## src/verilog/afl_map.svh

```systemverilog
// register offsets, field positions, reset values and constants of the forwarding lookup
`ifndef AFL_MAP_SVH
`define AFL_MAP_SVH

`define AFL_OFS_CTRL      8'h00
`define AFL_OFS_ELIG      8'h04
`define AFL_OFS_UCFAIL    8'h08
`define AFL_OFS_MCFAIL0   8'h0C
`define AFL_OFS_MCFAIL1   8'h10
`define AFL_OFS_MPA_LO    8'h14
`define AFL_OFS_MPA_HI    8'h18
`define AFL_OFS_MPMAP     8'h1C
`define AFL_OFS_STATUS    8'h20
`define AFL_OFS_HITCNT    8'h24

`define AFL_CTRL_VLAN     0
`define AFL_CTRL_MPORT    1
`define AFL_CTRL_UCFAIL   2
`define AFL_CTRL_MCFAIL   3
`define AFL_CTRL_W        4
`define AFL_CTRL_RST      4'h0
`define AFL_ELIG_RST      9'h1FF
`define AFL_MAP_RST       9'h000

`define AFL_E_MAC         47:0
`define AFL_E_PORT        51:48
`define AFL_E_MASK        56:48
`define AFL_E_TC          59:57
`define AFL_E_AGE         60
`define AFL_E_STATIC      61
`define AFL_E_VALID       62
`define AFL_E_VID         74:63
`define AFL_ENT_W         75

`define AFL_ST_KIND       2:0
`define AFL_ST_PORT       7:4
`define AFL_ST_MASK       16:8
`define AFL_ST_HIT        24

`define AFL_DA_GROUP      40
`define AFL_RSVD_PFX      40'h0180C20000
`define AFL_RSVD_LAST     8'h2F
`define AFL_IPV4_PFX      24'h01005E
`define AFL_IPV6_PFX      16'h3333
`define AFL_BCAST         48'hFFFFFFFFFFFF

`define AFL_CRC_POLY      16'h1021
`define AFL_CRC_INIT      16'h0000
`define AFL_KEY_W         60
`define AFL_VID_BITS      12

`endif

```

## src/verilog/afl_pkg.sv

```systemverilog
// types shared by the forwarding lookup
package afl_pkg;
  typedef enum logic [2:0] {
    AFL_IDLE  = 3'b000,
    AFL_CLASS = 3'b001,
    AFL_PAIR0 = 3'b010,
    AFL_PAIR1 = 3'b011,
    AFL_DONE  = 3'b100
  } afl_state_t;

  typedef enum logic [2:0] {
    AFL_FWD_PORT  = 3'b000,
    AFL_FWD_MASK  = 3'b001,
    AFL_FWD_DROP  = 3'b010,
    AFL_FWD_FLOOD = 3'b011,
    AFL_FWD_RSVD  = 3'b100
  } afl_kind_t;
endpackage

```

## src/verilog/afl_lookup.sv

```systemverilog
// destination lookup of the switch: hash, bucket read, match and forwarding decision
// What this block does
// RL1 - hash destination address with VLAN id into a key and search the table
// RL2 - no matching entry: flood, unless lookup-fail forwarding applies
// RL3 - vlan aware on: key is address plus VLAN; off: address only
// RL4 - unicast matching multiport address forwards by multiport setting, before lookup
// RL5 - unicast lookup uses low ten hash bits as bucket pointer
// RL6 - valid entry with matching key gives the destination port
// RL7 - destination port equal to source port: frame is dropped
// RL8 - unicast miss with unicast fail forward on: use unicast fail map
// RL9 - entry holds VLAN, valid, static, age, class, port and 48-bit address
// RL10 - static entries are software kept and never aged
// RL11 - accessed dynamic entry gets its age flag set to one
// RL12 - traffic class from entry honoured only for static entries
// RL13 - reserved multicast 01-80-C2-00-00-00..2F diverted before anything else
// RL14 - multicast matching multiport address forwarded without table lookup
// RL15 - multicast lookup uses low ten hash bits for the bucket
// RL16 - valid matching multicast entry gives its port mask
// RL17 - multicast mask is nine bits, one bit per port
// RL18 - multicast miss with multicast fail forward on: use fail map
// RL19 - two multicast group types, each with its own fail map
// RL20 - unresolved broadcast is flooded; unresolved multicast too, unless multicast fail forward is on
// RL21 - static multicast entries ignore age and are never aged
// RL22 - four bins per bucket, bins 0-1 read first, 2-3 second
// RL23 - hash is CCITT CRC-16, low ten bits index the table
// RL24 - one decision per frame; fail map limited to eligible, minus source
// RL25 - several matching bins: lowest-numbered one wins
`timescale 1ns/1ns
`include "afl_map.svh"

module afl_lookup
  import afl_pkg::*;
#(
  parameter int NPORT  = 9,
  parameter int PORT_W = 4,
  parameter int IDX_W  = 10,
  parameter int VID_W  = 12
) (
  input  wire logic                 clk_sys,
  input  wire logic                 reset_n,
  // apb register port
  input  wire logic                 psel,
  input  wire logic                 penable,
  input  wire logic                 pwrite,
  input  wire logic [7:0]           paddr,
  input  wire logic [31:0]          pwdata,
  output logic                      pready,
  output logic [31:0]               prdata,
  output logic                      pslverr,
  // frame request from ingress
  input  wire logic                 req_valid,
  output logic                      req_ready,
  input  wire logic [47:0]          req_da,
  input  wire logic [VID_W-1:0]     req_vid,
  input  wire logic [PORT_W-1:0]    req_src_port,
  // decision towards egress queues
  output logic                      rsp_valid,
  output logic [2:0]                rsp_kind,
  output logic [PORT_W-1:0]         rsp_port,
  output logic [NPORT-1:0]          rsp_mask,
  output logic [2:0]                rsp_tc,
  output logic                      rsp_tc_valid,
  // table read port, data one cycle after the request
  output logic                      tbl_rd_en,
  output logic [IDX_W-1:0]          tbl_rd_idx,
  output logic                      tbl_rd_half,
  input  wire logic [`AFL_ENT_W-1:0] tbl_rd_even,
  input  wire logic [`AFL_ENT_W-1:0] tbl_rd_odd,
  // age refresh of a hit dynamic entry
  output logic                      tbl_age_wr,
  output logic [IDX_W-1:0]          tbl_age_idx,
  output logic [1:0]                tbl_age_bin
);

  // crc over address, then vid when the key includes it
  function automatic logic [15:0] afl_crc(input logic [`AFL_KEY_W-1:0] key,
                                          input logic use_vid);
    logic [15:0] c;
    logic        fb;
    c = `AFL_CRC_INIT;
    for (int i = `AFL_KEY_W - 1; i >= 0; i--) begin
      if (use_vid || i >= `AFL_VID_BITS) begin
        fb = c[15] ^ key[i];
        c  = {c[14:0], 1'b0};
        if (fb) begin
          c = c ^ `AFL_CRC_POLY;
        end
      end
    end
    return c;
  endfunction

  function automatic logic afl_match(input logic [`AFL_ENT_W-1:0] e,
                                     input logic [47:0] da,
                                     input logic [VID_W-1:0] vid,
                                     input logic aware);
    return e[`AFL_E_VALID] && (e[`AFL_E_MAC] == da) &&
           (!aware || (e[`AFL_E_VID] == vid));
  endfunction

  afl_state_t               state_ff;
  afl_state_t               nxt_state;
  logic [`AFL_CTRL_W-1:0]   ctrl_ff;
  logic [NPORT-1:0]         elig_ff;
  logic [NPORT-1:0]         ucfail_ff;
  logic [NPORT-1:0]         mcfail0_ff;
  logic [NPORT-1:0]         mcfail1_ff;
  logic [47:0]              mpa_ff;
  logic [NPORT-1:0]         mpmap_ff;
  logic [15:0]              hitcnt_ff;
  logic                     last_hit_ff;
  logic [47:0]              da_ff;
  logic [VID_W-1:0]         vid_ff;
  logic [PORT_W-1:0]        src_ff;
  logic [IDX_W-1:0]         idx_ff;
  logic [`AFL_ENT_W-1:0]    bin_ff [2];
  logic [`AFL_ENT_W-1:0]    cur_bin [4];
  logic                     rsp_valid_ff;
  afl_kind_t                kind_ff;
  logic [PORT_W-1:0]        port_ff;
  logic [NPORT-1:0]         mask_ff;
  logic [2:0]               tc_ff;
  logic                     tcv_ff;
  logic                     age_wr_ff;
  logic [1:0]               age_bin_ff;
  logic [31:0]              prdata_ff;
  logic                     pslverr_ff;

  logic                     aware;
  logic [15:0]              hash;
  logic                     is_mc;
  logic                     is_rsvd;
  logic                     is_mport;
  logic                     mc_type1;
  logic [NPORT-1:0]         src_bit;
  logic [NPORT-1:0]         allowed;
  logic                     hit;
  logic [1:0]               hbin;
  logic [`AFL_ENT_W-1:0]    hent;
  logic                     dec_load;
  afl_kind_t                nxt_kind;
  logic [PORT_W-1:0]        nxt_port;
  logic [NPORT-1:0]         nxt_mask;
  logic [2:0]               nxt_tc;
  logic                     nxt_tcv;
  logic                     apb_wr;
  logic                     apb_setup;

  assign aware   = ctrl_ff[`AFL_CTRL_VLAN];
  // see RL1, RL3, RL23
  assign hash    = afl_crc({da_ff, vid_ff}, aware);
  assign is_mc   = da_ff[`AFL_DA_GROUP];
  // see RL13
  assign is_rsvd = is_mc && (da_ff[47:8] == `AFL_RSVD_PFX) && (da_ff[7:0] <= `AFL_RSVD_LAST);
  // see RL4, RL14
  assign is_mport = ctrl_ff[`AFL_CTRL_MPORT] && (da_ff == mpa_ff);
  // see RL19
  assign mc_type1 = (da_ff[47:24] == `AFL_IPV4_PFX) || (da_ff[47:32] == `AFL_IPV6_PFX);
  assign src_bit  = NPORT'(1) << src_ff;
  // see RL24
  assign allowed  = elig_ff & ~src_bit;

  // bins 0-1 held from the first read, bins 2-3 arrive now; see RL22
  always_comb begin
    cur_bin[0] = bin_ff[0];
    cur_bin[1] = bin_ff[1];
    cur_bin[2] = tbl_rd_even;
    cur_bin[3] = tbl_rd_odd;
  end

  // search from the top so the lowest matching bin is left; see RL25
  always_comb begin
    hit  = 1'b0;
    hbin = 2'b00;
    for (int b = 3; b >= 0; b--) begin
      if (afl_match(cur_bin[b], da_ff, vid_ff, aware)) begin
        hit  = 1'b1;
        hbin = 2'(b);
      end
    end
    hent = cur_bin[hbin];
  end

  always_comb begin
    nxt_state = state_ff;
    case (state_ff)
      AFL_IDLE: begin
        if (req_valid) begin
          nxt_state = AFL_CLASS;
        end
      end
      AFL_CLASS: begin
        if (is_rsvd || is_mport) begin
          nxt_state = AFL_DONE;
        end else begin
          nxt_state = AFL_PAIR0;
        end
      end
      AFL_PAIR0: nxt_state = AFL_PAIR1;
      AFL_PAIR1: nxt_state = AFL_DONE;
      AFL_DONE:  nxt_state = AFL_IDLE;
      default:   nxt_state = AFL_IDLE;
    endcase
  end

  always_ff @(posedge clk_sys or negedge reset_n) begin
    if (!reset_n) begin
      state_ff <= AFL_IDLE;
    end else begin
      state_ff <= nxt_state;
    end
  end
  assign req_ready = (state_ff == AFL_IDLE);

  always_ff @(posedge clk_sys or negedge reset_n) begin
    if (!reset_n) begin
      da_ff  <= '0;
      vid_ff <= '0;
      src_ff <= '0;
    end else if (req_valid && req_ready) begin
      da_ff  <= req_da;
      vid_ff <= req_vid;
      src_ff <= req_src_port;
    end
  end

  // table read: low hash bits pick the bucket; see RL5, RL15, RL22
  assign tbl_rd_en   = ((state_ff == AFL_CLASS) && !is_rsvd && !is_mport) ||
                       (state_ff == AFL_PAIR0);
  assign tbl_rd_idx  = (state_ff == AFL_CLASS) ? hash[IDX_W-1:0] : idx_ff;
  assign tbl_rd_half = (state_ff == AFL_PAIR0);

  always_ff @(posedge clk_sys or negedge reset_n) begin
    if (!reset_n) begin
      idx_ff    <= '0;
      bin_ff[0] <= '0;
      bin_ff[1] <= '0;
    end else begin
      if (state_ff == AFL_CLASS) begin
        idx_ff <= hash[IDX_W-1:0];
      end
      if (state_ff == AFL_PAIR0) begin
        bin_ff[0] <= tbl_rd_even;
        bin_ff[1] <= tbl_rd_odd;
      end
    end
  end

  assign dec_load = ((state_ff == AFL_CLASS) && (is_rsvd || is_mport)) ||
                    (state_ff == AFL_PAIR1);
  // one decision per frame, reserved first, then multiport, then table; see RL24
  always_comb begin
    nxt_kind = AFL_FWD_FLOOD;
    nxt_port = '0;
    nxt_mask = allowed;
    nxt_tc   = '0;
    nxt_tcv  = 1'b0;
    if (state_ff == AFL_CLASS) begin
      if (is_rsvd) begin
        nxt_kind = AFL_FWD_RSVD; // see RL13
        nxt_mask = '0;
      end else begin
        nxt_kind = AFL_FWD_MASK; // see RL4, RL14
        nxt_mask = mpmap_ff & allowed;
      end
    end else if (hit) begin
      // static-only class; see RL9, RL12
      nxt_tc  = hent[`AFL_E_TC];
      nxt_tcv = hent[`AFL_E_STATIC];
      if (is_mc) begin
        nxt_kind = AFL_FWD_MASK; // see RL16, RL17
        nxt_mask = hent[`AFL_E_MASK] & ~src_bit;
      end else if (hent[`AFL_E_PORT] == src_ff) begin
        nxt_kind = AFL_FWD_DROP; // see RL7
        nxt_mask = '0;
      end else begin
        nxt_kind = AFL_FWD_PORT; // see RL6
        nxt_port = hent[`AFL_E_PORT];
        nxt_mask = NPORT'(1) << hent[`AFL_E_PORT];
      end
    end else if (!is_mc && ctrl_ff[`AFL_CTRL_UCFAIL]) begin
      nxt_kind = AFL_FWD_MASK; // see RL8
      nxt_mask = ucfail_ff & allowed;
    end else if (is_mc && (da_ff != `AFL_BCAST) && ctrl_ff[`AFL_CTRL_MCFAIL]) begin
      nxt_kind = AFL_FWD_MASK; // see RL18, RL19
      nxt_mask = (mc_type1 ? mcfail1_ff : mcfail0_ff) & allowed;
    end
    // anything else stays flood to eligible ports; see RL2, RL20
  end

  always_ff @(posedge clk_sys or negedge reset_n) begin
    if (!reset_n) begin
      rsp_valid_ff <= 1'b0;
      kind_ff      <= AFL_FWD_FLOOD;
      port_ff      <= '0;
      mask_ff      <= '0;
      tc_ff        <= '0;
      tcv_ff       <= 1'b0;
    end else begin
      rsp_valid_ff <= (state_ff == AFL_DONE);
      if (dec_load) begin
        kind_ff <= nxt_kind;
        port_ff <= nxt_port;
        mask_ff <= nxt_mask;
        tc_ff   <= nxt_tc;
        tcv_ff  <= nxt_tcv;
      end
    end
  end
  assign rsp_valid    = rsp_valid_ff;
  assign rsp_kind     = kind_ff;
  assign rsp_port     = port_ff;
  assign rsp_mask     = mask_ff;
  assign rsp_tc       = tc_ff;
  assign rsp_tc_valid = tcv_ff;

  // only dynamic hits refresh age; static ones keep theirs untouched
  always_ff @(posedge clk_sys or negedge reset_n) begin
    if (!reset_n) begin
      age_wr_ff   <= 1'b0;
      age_bin_ff  <= '0;
      last_hit_ff <= 1'b0;
      hitcnt_ff   <= '0;
    end else begin
      age_wr_ff <= (state_ff == AFL_PAIR1) && hit && !hent[`AFL_E_STATIC]; // see RL10, RL11, RL21
      if (state_ff == AFL_PAIR1) begin
        age_bin_ff  <= hbin;
        last_hit_ff <= hit;
        if (hit) begin
          hitcnt_ff <= hitcnt_ff + 16'h0001;
        end
      end else if (state_ff == AFL_CLASS) begin
        last_hit_ff <= 1'b0;
      end
    end
  end

  assign tbl_age_wr  = age_wr_ff;
  assign tbl_age_idx = idx_ff;
  assign tbl_age_bin = age_bin_ff;

  // apb: read data is captured in the setup cycle so it comes from a flop
  assign apb_setup = psel && !penable;
  assign apb_wr    = psel && penable && pwrite;
  assign pready    = 1'b1;
  assign prdata    = prdata_ff;
  assign pslverr   = pslverr_ff;

  always_ff @(posedge clk_sys or negedge reset_n) begin
    if (!reset_n) begin
      ctrl_ff    <= `AFL_CTRL_RST;
      elig_ff    <= `AFL_ELIG_RST;
      ucfail_ff  <= `AFL_MAP_RST;
      mcfail0_ff <= `AFL_MAP_RST;
      mcfail1_ff <= `AFL_MAP_RST;
      mpa_ff     <= '0;
      mpmap_ff   <= `AFL_MAP_RST;
    end else if (apb_wr) begin
      case (paddr)
        `AFL_OFS_CTRL:    ctrl_ff    <= pwdata[`AFL_CTRL_W-1:0];
        `AFL_OFS_ELIG:    elig_ff    <= pwdata[NPORT-1:0];
        `AFL_OFS_UCFAIL:  ucfail_ff  <= pwdata[NPORT-1:0];
        `AFL_OFS_MCFAIL0: mcfail0_ff <= pwdata[NPORT-1:0];
        `AFL_OFS_MCFAIL1: mcfail1_ff <= pwdata[NPORT-1:0];
        `AFL_OFS_MPA_LO:  mpa_ff[31:0]  <= pwdata;
        `AFL_OFS_MPA_HI:  mpa_ff[47:32] <= pwdata[15:0];
        `AFL_OFS_MPMAP:   mpmap_ff   <= pwdata[NPORT-1:0];
        default: ;
      endcase
    end
  end

  always_ff @(posedge clk_sys or negedge reset_n) begin
    if (!reset_n) begin
      prdata_ff  <= '0;
      pslverr_ff <= 1'b0;
    end else if (apb_setup) begin
      prdata_ff  <= '0;
      pslverr_ff <= 1'b0;
      case (paddr)
        `AFL_OFS_CTRL:    prdata_ff[`AFL_CTRL_W-1:0] <= ctrl_ff;
        `AFL_OFS_ELIG:    prdata_ff[NPORT-1:0] <= elig_ff;
        `AFL_OFS_UCFAIL:  prdata_ff[NPORT-1:0] <= ucfail_ff;
        `AFL_OFS_MCFAIL0: prdata_ff[NPORT-1:0] <= mcfail0_ff;
        `AFL_OFS_MCFAIL1: prdata_ff[NPORT-1:0] <= mcfail1_ff;
        `AFL_OFS_MPA_LO:  prdata_ff <= mpa_ff[31:0];
        `AFL_OFS_MPA_HI:  prdata_ff[15:0] <= mpa_ff[47:32];
        `AFL_OFS_MPMAP:   prdata_ff[NPORT-1:0] <= mpmap_ff;
        `AFL_OFS_STATUS: begin
          prdata_ff[`AFL_ST_KIND] <= kind_ff;
          prdata_ff[`AFL_ST_PORT] <= port_ff;
          prdata_ff[`AFL_ST_MASK] <= mask_ff;
          prdata_ff[`AFL_ST_HIT]  <= last_hit_ff;
        end
        `AFL_OFS_HITCNT:  prdata_ff[15:0] <= hitcnt_ff;
        default:          pslverr_ff <= 1'b1;
      endcase
    end
  end
endmodule

```

## config.mk

```make
export PLATFORM = sky130hd
export DESIGN_NAME = afl_lookup
export DESIGN_NICKNAME = d
export VERILOG_FILES = /design/src/verilog/afl_pkg.sv /design/src/verilog/afl_lookup.sv
export VERILOG_INCLUDE_DIRS = /design/src /design/src/verilog
export SDC_FILE = /design/constraint.sdc
export NUM_CORES = 1
export LEC_CHECK = 0
export BUFFER_PORTS_ARGS = -buffer_cell sky130_fd_sc_hd__buf_2
export CORE_AREA = 3 3 191 239
export DETAILED_ROUTE_END_ITERATION = 8
export DIE_AREA = 0 0 194 242
export GPL_TIMING_DRIVEN = 0
export PLACE_DENSITY = 0.73
export SLEW_MARGIN = 20
export SYNTH_ARGS = -nofsm -noshare
export SYNTH_HDL_FRONTEND = slang
export SYNTH_SLANG_ARGS = --single-unit
```

## constraint.sdc

```tcl
create_clock -name clk_sys -period 4.9 [get_ports clk_sys]
set_input_delay 0 -clock clk_sys [delete_from_list [all_inputs] [get_ports clk_sys]]
set_output_delay 0 -clock clk_sys [all_outputs]
set_load 0.05 [all_outputs]
```

==> results.py, run 1 <==
metrics = {
    "detailed_routing": {
        "num_vias": 19600,
        "drt-pass1-iter-count": 6,
        "drt-initial-drc-count": 1584,
        "drt-vias-per-instance": 6.119,
        "drt_wl_total_microns": 86840,
        "route.detailed.drc": 0,
        "routedWlPerCell_microns": 27.11,
        "antenna_left": 0,
    },
    "yosys": {
        "synth-seq-cells": 396,
        "synth_ff_type": "dfrtp_1",
        "syn_inst": 1957,
        "async_reset_ff_share_pct": 100.0,
        "syn_avg_cell_area_sq_um": 11.53,
        "syn_area_sq_um": 22570,
        "ys.warnings.count": 0,
        "synth_edf_count": 0,
        "syn_nets": 2218,
        "ys_seq_area_share_pct": 43.98,
        "netlist-cell-type-count": 83,
    },
    "die": {
        "die_w_microns": 194,
        "core_sq_um": 43390,
        "initial_utilization_pct": 52.00,
        "die_h_microns": 242,
        "num_io_pins": 341,
        "die_area_sq_um": 46950,
        "rows": 85,
    },
    "grt": {
        "first_global_vias": 20516,
        "grt_max_degree": 100,
        "grt-ovfl-total": 0,
        "grt_first_pass_wirelength_microns": 127000,
        "antenna_found_initial": 8,
        "grt_use_total_pct": 35.80,
    },
    "worst_setup_path": {
        "crit_start": "da_ff[43]",
        "cp-end-kind": "output port",
        "path_class": "flip-flop to output port",
        "r2r_start": "da_ff[18]",
        "critPathLaunchType": "flip-flop",
        "arrival_ns": 4.89,
        "critPathRequiredTime_ns": 4.90,
        "path_max_fanout": 10,
    },
    "sta": {
        "relSlewSlack_pct": 29.47,
        "period_share_pct": 99.88,
        "max_freq_mhz": 204.3,
        "grt_setup_unrepaired": "yes",
        "tightest_slew_ns": 1.058,
        "finalSetupViolCount": 0,
        "clock-skew-final_ns": 0.02276,
        "hold_violations": 0,
        "min_period_ns": 4.894,
        "drv_slew": 0,
        "tns_ns": 0,
    },
    "clocking": {
        "clock_sinks": 396,
        "clock_latency_ns": 0.59,
        "clockBufferDepth": 3,
        "path_clk_slew_ns": 0.07,
        "cts-root-buf": "clkbuf_16",
        "cts_buffers": 42,
        "cts_tree": "yes",
        "ctsHtreeMaxLevel": 2,
    },
    "job": {
        "max-cap-violations": 0,
    },
    "cells_and_area": {
        "num-fill-cells": 3177,
        "drive_gt1_share_pct": 33.17,
        "num-nets-final": 2864,
        "final_area_sq_um": 29570,
        "syn_to_final_growth_pct": 31.05,
    },
    "hold_path": {
        "hold_class": "input pin to flip-flop",
        "worstHoldStart": "penable",
    },
    "place": {
        "dpl_cell_area_sq_um": 25090,
        "hpwl_microns": 60040,
        "port_buffers": 336,
        "gp_congestion": 0.9781,
    },
    "outcome": {
        "status": "complete, no violations",
    },
}
## layer usage
| layer | share of wire [%] | up-vias | wire length, microns | track usage [%] |
|---|---|---|---|---|
| li1 | - | 8271 | - | - |
| met4 | 8.0 | 2 | 6909 | 23.87 |
| met1 | 35 | 9753 | 30780 | 40.99 |
| met5 | 0.018 | - | 16 | 0 |
| met3 | 8.6 | 405 | 7509 | 8.666 |
| met2 | 48 | 1169 | 41620 | 59.58 |
## per-stage QoR
stage | utilization, % | hold WS [ns] | setup slack [ns] | instances
3_3_place_gp | 57.51 | 0.2325 | -3.930 | 2858
6_report | 68.15 | 0.04250 | 0.005651 | 3203
5_1_grt | 68.15 | 0.09961 | -0.09727 | 3203
3_5_place_dp | 57.83 | -0.1253 | -0.4332 | 2862
4_1_cts | 67.15 | 0.03505 | 0.004699 | 3176
2_1_floorplan | - | -0.2956 | 0.07291 | 1957
## layout by cell type, fill, tap and decap left out, types with 16 or more instances in the layout
master / n
buf_4: 45
o21ai_0: 44
dlygate4sd3_1: 251
inv_1: 20
clkbuf_1: 86
nor2_1: 66
nand4_1: 59
mux2_2: 312
a21oi_1: 17
nor2b_1: 18
nand3_1: 42
buf_2: 335
a31oi_1: 27
xnor3_2: 16
xor2_1: 154
mux2i_1: 40
xnor2_1: 188
nand2_1: 110
nor4_1: 52
dfrtp_1: 373
nor3_1: 18
a221oi_1: 17
clkbuf_16: 43
## flip-flops by register name, summed over array words and instances, names as in the netlist, 10 cells and up
register,cells
hitcnt_ff,16
vid_ff,12
prdata,32
tbl_age_idx,10
da_ff,48
mpa_ff,48
bin_ff,148
## cell type report
class                      count  area (sq um)  share of cell area [%]
clock inverter                 8         112.6                  0.3808
multi-input combinational   1410         12350                   41.78
clock buffer                  65          1229                   4.155
inverter                      22         82.58                  0.2792
timing repair buffer         622          4588                   15.52
antenna                        6         15.01                 0.05077
tap                          565         706.9                   2.391
buffer                       109         545.5                   1.845
sequential                   396          9938                   33.61
## cell usage after synthesis (8+ instances only)
master	instances	area share (%)
a221oi_1	17	0.66
inv_1	20	0.33
dfrtp_1	385	43
and3_1	9	0.25
nor2b_1	18	0.50
nand3_1	42	0.93
nand2_1	110	1.8
o21ai_0	45	1.0
xor2_1	160	6.2
buf_4	11	0.37
dfstp_2	11	1.3
a22o_1	15	0.58
clkbuf_1	95	1.6
nor4_1	54	1.5
mux2i_1	40	1.8
o2111ai_1	8	0.31
nand2b_1	11	0.30
nor2_1	66	1.1
mux2_2	312	16
nand4_1	59	1.6
buf_2	12	0.27
a31oi_1	27	0.75
xnor2_2	8	0.58
a21oi_1	19	0.42
nor3_1	20	0.44
xnor3_1	22	2.2
xnor2_1	201	7.8
buf_1	9	0.15
a22oi_1	15	0.50
## worst max-delay path, cell delays in order (launching register included)
cell and delay (ns):
dfrtp_1 0.41, buf_12 0.17, xnor3_2 0.37, buf_4 0.16
xnor2_4 0.14, xnor2_4 0.25, xnor3_2 0.39, xor3_1 0.41
xor3_2 0.48, xnor2_2 0.22, xnor3_2 0.32, nor2b_4 0.17
xor3_1 0.35, a21oi_2 0.19, o21ai_2 0.08, buf_6 0.17
## worst paths after layout
path	endpoint	slack (ns)	cells past startpoint
worst min register to register	prdata[19]	0.47	2
max in group asynchronous	da_ff[2]	3.29	5
worst max register to register	hitcnt_ff[15]	0.25	13
min in group asynchronous	prdata[19]	0.51	4
worst max-delay path	tbl_rd_idx[6]	0.006	15
worst min-delay path	prdata[18]	0.04	5
## cell families (layout without fill, tap and decap cells)
group	after synthesis	count (layout)	synth area share [%]
and+or+nand+nor	429	429	9.870
xor gates and xnor gates	416	416	19.29
DFF	396	396	43.98
muxes	352	352	17.34
AOI/OAI and AO/OA	211	211	6.621
buffers and inverters	151	826	2.828
adders and majority gates	1	1	0.05544
other	1	7	0.01662
## repair_timing
item                                    CTS  global route
pin swaps                                14            14
setup buffers                             8            22
resized for setup                        42            57
endpoints found under the setup margin   30            27
gates cloned                              0             0
endpoints found under the hold margin   530             0
hold buffers                            252             0
Power of run 1 is left out: the tool's default activity adds up to more than one toggle a clock period on the data nets, which glitch-free logic cannot reach.
==> inputs of run 2 (changes only) <==
--- a/config.mk
+++ b/config.mk
@@ -6,10 +6,11 @@
 export SDC_FILE = /design/constraint.sdc
 export NUM_CORES = 1
 export LEC_CHECK = 0
+export ABC_CLOCK_PERIOD_IN_PS = 4900
 export BUFFER_PORTS_ARGS = -buffer_cell sky130_fd_sc_hd__buf_2
-export CORE_AREA = 3 3 191 239
+export CORE_AREA = 2 2 190 238
 export DETAILED_ROUTE_END_ITERATION = 8
-export DIE_AREA = 0 0 194 242
+export DIE_AREA = 0 0 192 240
 export GPL_TIMING_DRIVEN = 0
 export PLACE_DENSITY = 0.73
 export SLEW_MARGIN = 20
==> run 2 against run 1 <==
- non-clock buffer count shrank 14
- largest cell class unchanged
- critical path depth is 1 lower
- cell count down 0.22%
- first-iteration DRC count rose by 14%
- global-route usage grew 1.5 points
- worst setup slack improved by 0.041 ns
==> results.py, run 2 (same netlist as run 1, synthesis figures left out) <==
metrics = {
    "cells_and_area": {
        "mostFrequentLayoutCells": "dfrtp_1 (376), buf_2 (336), mux2_2 (312), dlygate4sd3_1 (251), xnor2_1 (188)",
        "num-fill-cells": 3276,
        "final_common_cell": "dfrtp_1",
        "regMostFlops": "bin_ff",
        "top_regs": "bin_ff: 148 flops, da_ff: 48 flops, mpa_ff: 48 flops",
        "largest_reg_flops": 148,
        "syn_to_final_growth_pct": 30.65,
        "num-nets-final": 2850,
        "drive_gt1_share_pct": 32.68,
    },
    "sta": {
        "holdWs_ns": 0.05771,
        "clock-skew-final_ns": 0.02348,
        "finalSetupViolCount": 0,
        "max_freq_mhz": 206.1,
        "period_share_pct": 99.04,
        "tns_ns": 0,
        "drv_slew": 0,
        "tightest_slew_ns": 1.249,
        "min_period_ns": 4.853,
        "hold_violations": 0,
        "relSlewSlack_pct": 16.43,
        "grt_setup_unrepaired": "yes",
    },
    "worst_setup_path": {
        "path_class": "flip-flop to output port",
        "cpMaxStageDelayCell": "xnor3_2",
        "critPathRequiredTime_ns": 4.90,
        "path_max_fanout": 9,
        "max_stage_delay_ns": 0.46,
        "cp-end-kind": "output port",
        "critPathLaunchType": "flip-flop",
        "arrival_ns": 4.85,
        "cp_common_cell": "xnor3_1",
        "cp_cell_sequence": "buf_4 > xnor3_1 > xnor3_2 > xnor3_2 > xnor3_1 > xor3_1 > xor3_2 > xnor2_2 > xnor3_1 > nor2b_2 > xor3_1 > a21oi_1 > o21ai_1 > buf_4",
    },
    "grt": {
        "antenna_found_initial": 1,
        "grt-ovfl-total": 0,
        "first_global_vias": 20021,
        "grt_use_met2_pct": 61.09,
        "use_met1_pct": 44.38,
        "top_usage_layer": "met2",
        "use_met3_pct": 7.415,
        "grt_use_total_pct": 37.33,
        "grt_max_degree": 97,
        "grt_first_pass_wirelength_microns": 125500,
    },
    "place": {
        "hpwl_microns": 59370,
        "gp_congestion": 0.9501,
        "port_buffers": 336,
    },
    "clocking": {
        "clockBufferDepth": 3,
        "cts_tree": "yes",
        "path_clk_slew_ns": 0.06,
        "clock_latency_ns": 0.58,
        "ctsHtreeMaxLevel": 2,
        "cts_buffers": 42,
        "cts-root-buf": "clkbuf_16",
        "clock_sinks": 396,
    },
    "detailed_routing": {
        "antenna_left": 0,
        "drt-initial-drc-count": 1808,
        "num_vias": 19517,
        "drt-pass1-iter-count": 8,
        "drt-vias-per-instance": 6.107,
        "drt_wl_total_microns": 85940,
        "route.detailed.drc": 0,
        "routedWlPerCell_microns": 26.89,
    },
    "die": {
        "core_sq_um": 43900,
        "die_w_microns": 192,
        "num_io_pins": 341,
        "die_h_microns": 240,
        "die_area_sq_um": 46080,
        "rows": 86,
        "initial_utilization_pct": 51.40,
    },
    "hold_path": {
        "hold_class": "input pin to flip-flop",
    },
    "outcome": {
        "status": "complete, no violations",
    },
    "job": {
        "max-cap-violations": 0,
    },
}
[run 2: cell count changes in the layout (fill, tap and decap cells not counted), moves of 4 or more]
cell / change
buf_4: -13
xor2_2: -4
clkbuf_1: -4
diode_2: -4
[run 2: per-layer routing]
| layer | vias to the layer above | wire length (microns) | part of all wire [%] |
|---|---|---|---|
| li1 | 8273 | - | - |
| met1 | 9741 | 31080 | 36 |
| met2 | 1134 | 40960 | 48 |
| met3 | 369 | 6984 | 8.1 |
| met4 | 0 | 6920 | 8.1 |
| met5 | - | 0 | 0 |
[run 2: final timing paths]
path / startpoint / endpoint / slack (ns) / depth (start not counted)
setup / recovery: da_ff[36] / tbl_rd_idx[6] / 0.05 / 14
hold / removal: penable / prdata[17] / 0.06 / 5
setup reg to reg: da_ff[30] / rsp_mask[2] / 0.13 / 14
hold reg to reg: prdata[17] / prdata[17] / 0.47 / 2
max in group asynchronous: reset_n / da_ff[2] / 3.35 / 5
min in group asynchronous: reset_n / prdata[17] / 0.52 / 4
[run 2: final cells by class]
cell class / instances / area [sq um] / area share (%)
inverters: 22 / 82.58 / 0.2801
clock buffers: 63 / 1231 / 4.176
multi-input cells: 1410 / 12330 / 41.81
flip-flops and latches: 396 / 9935 / 33.70
clock inverters: 14 / 178.9 / 0.6069
repair buffers: 609 / 4472 / 15.17
plain buffers: 108 / 534.3 / 1.812
well taps: 572 / 715.7 / 2.428
diodes: 2 / 5.005 / 0.01698
[run 2: critical path: cells and delay by family, from the launching register on]
family	cells	cell delay (ns)
AOI/OAI and AO/OA	2	0.29
xor gates and xnor gates	9	3.01
buffers and inverters	2	0.41
and+or+nand+nor	1	0.20
DFF	1	0.36
[run 2: what timing repair did]
item / 4_1_cts / 5_1_grt
hold buffers: 252 / 0
endpoints found under the hold margin: 523 / 0
buffers inserted: 6 / 9
resized for setup: 34 / 53
pin swaps: 7 / 11
setup endpoints to repair: 24 / 30
[run 2: per-stage QoR]
step,std cells,area [sq um],util [%],worst slack (ns)
2_1_floorplan,1957,22570,-,0.07291
3_3_place_gp,2865,24960,56.86,-3.962
3_5_place_dp,2871,25110,57.20,-0.4516
4_1_cts,3193,29210,66.53,0.004868
5_1_grt,3194,29480,67.14,-0.1501
6_report,3196,29480,67.15,0.04711
Power of run 2 is left out for the same reason.
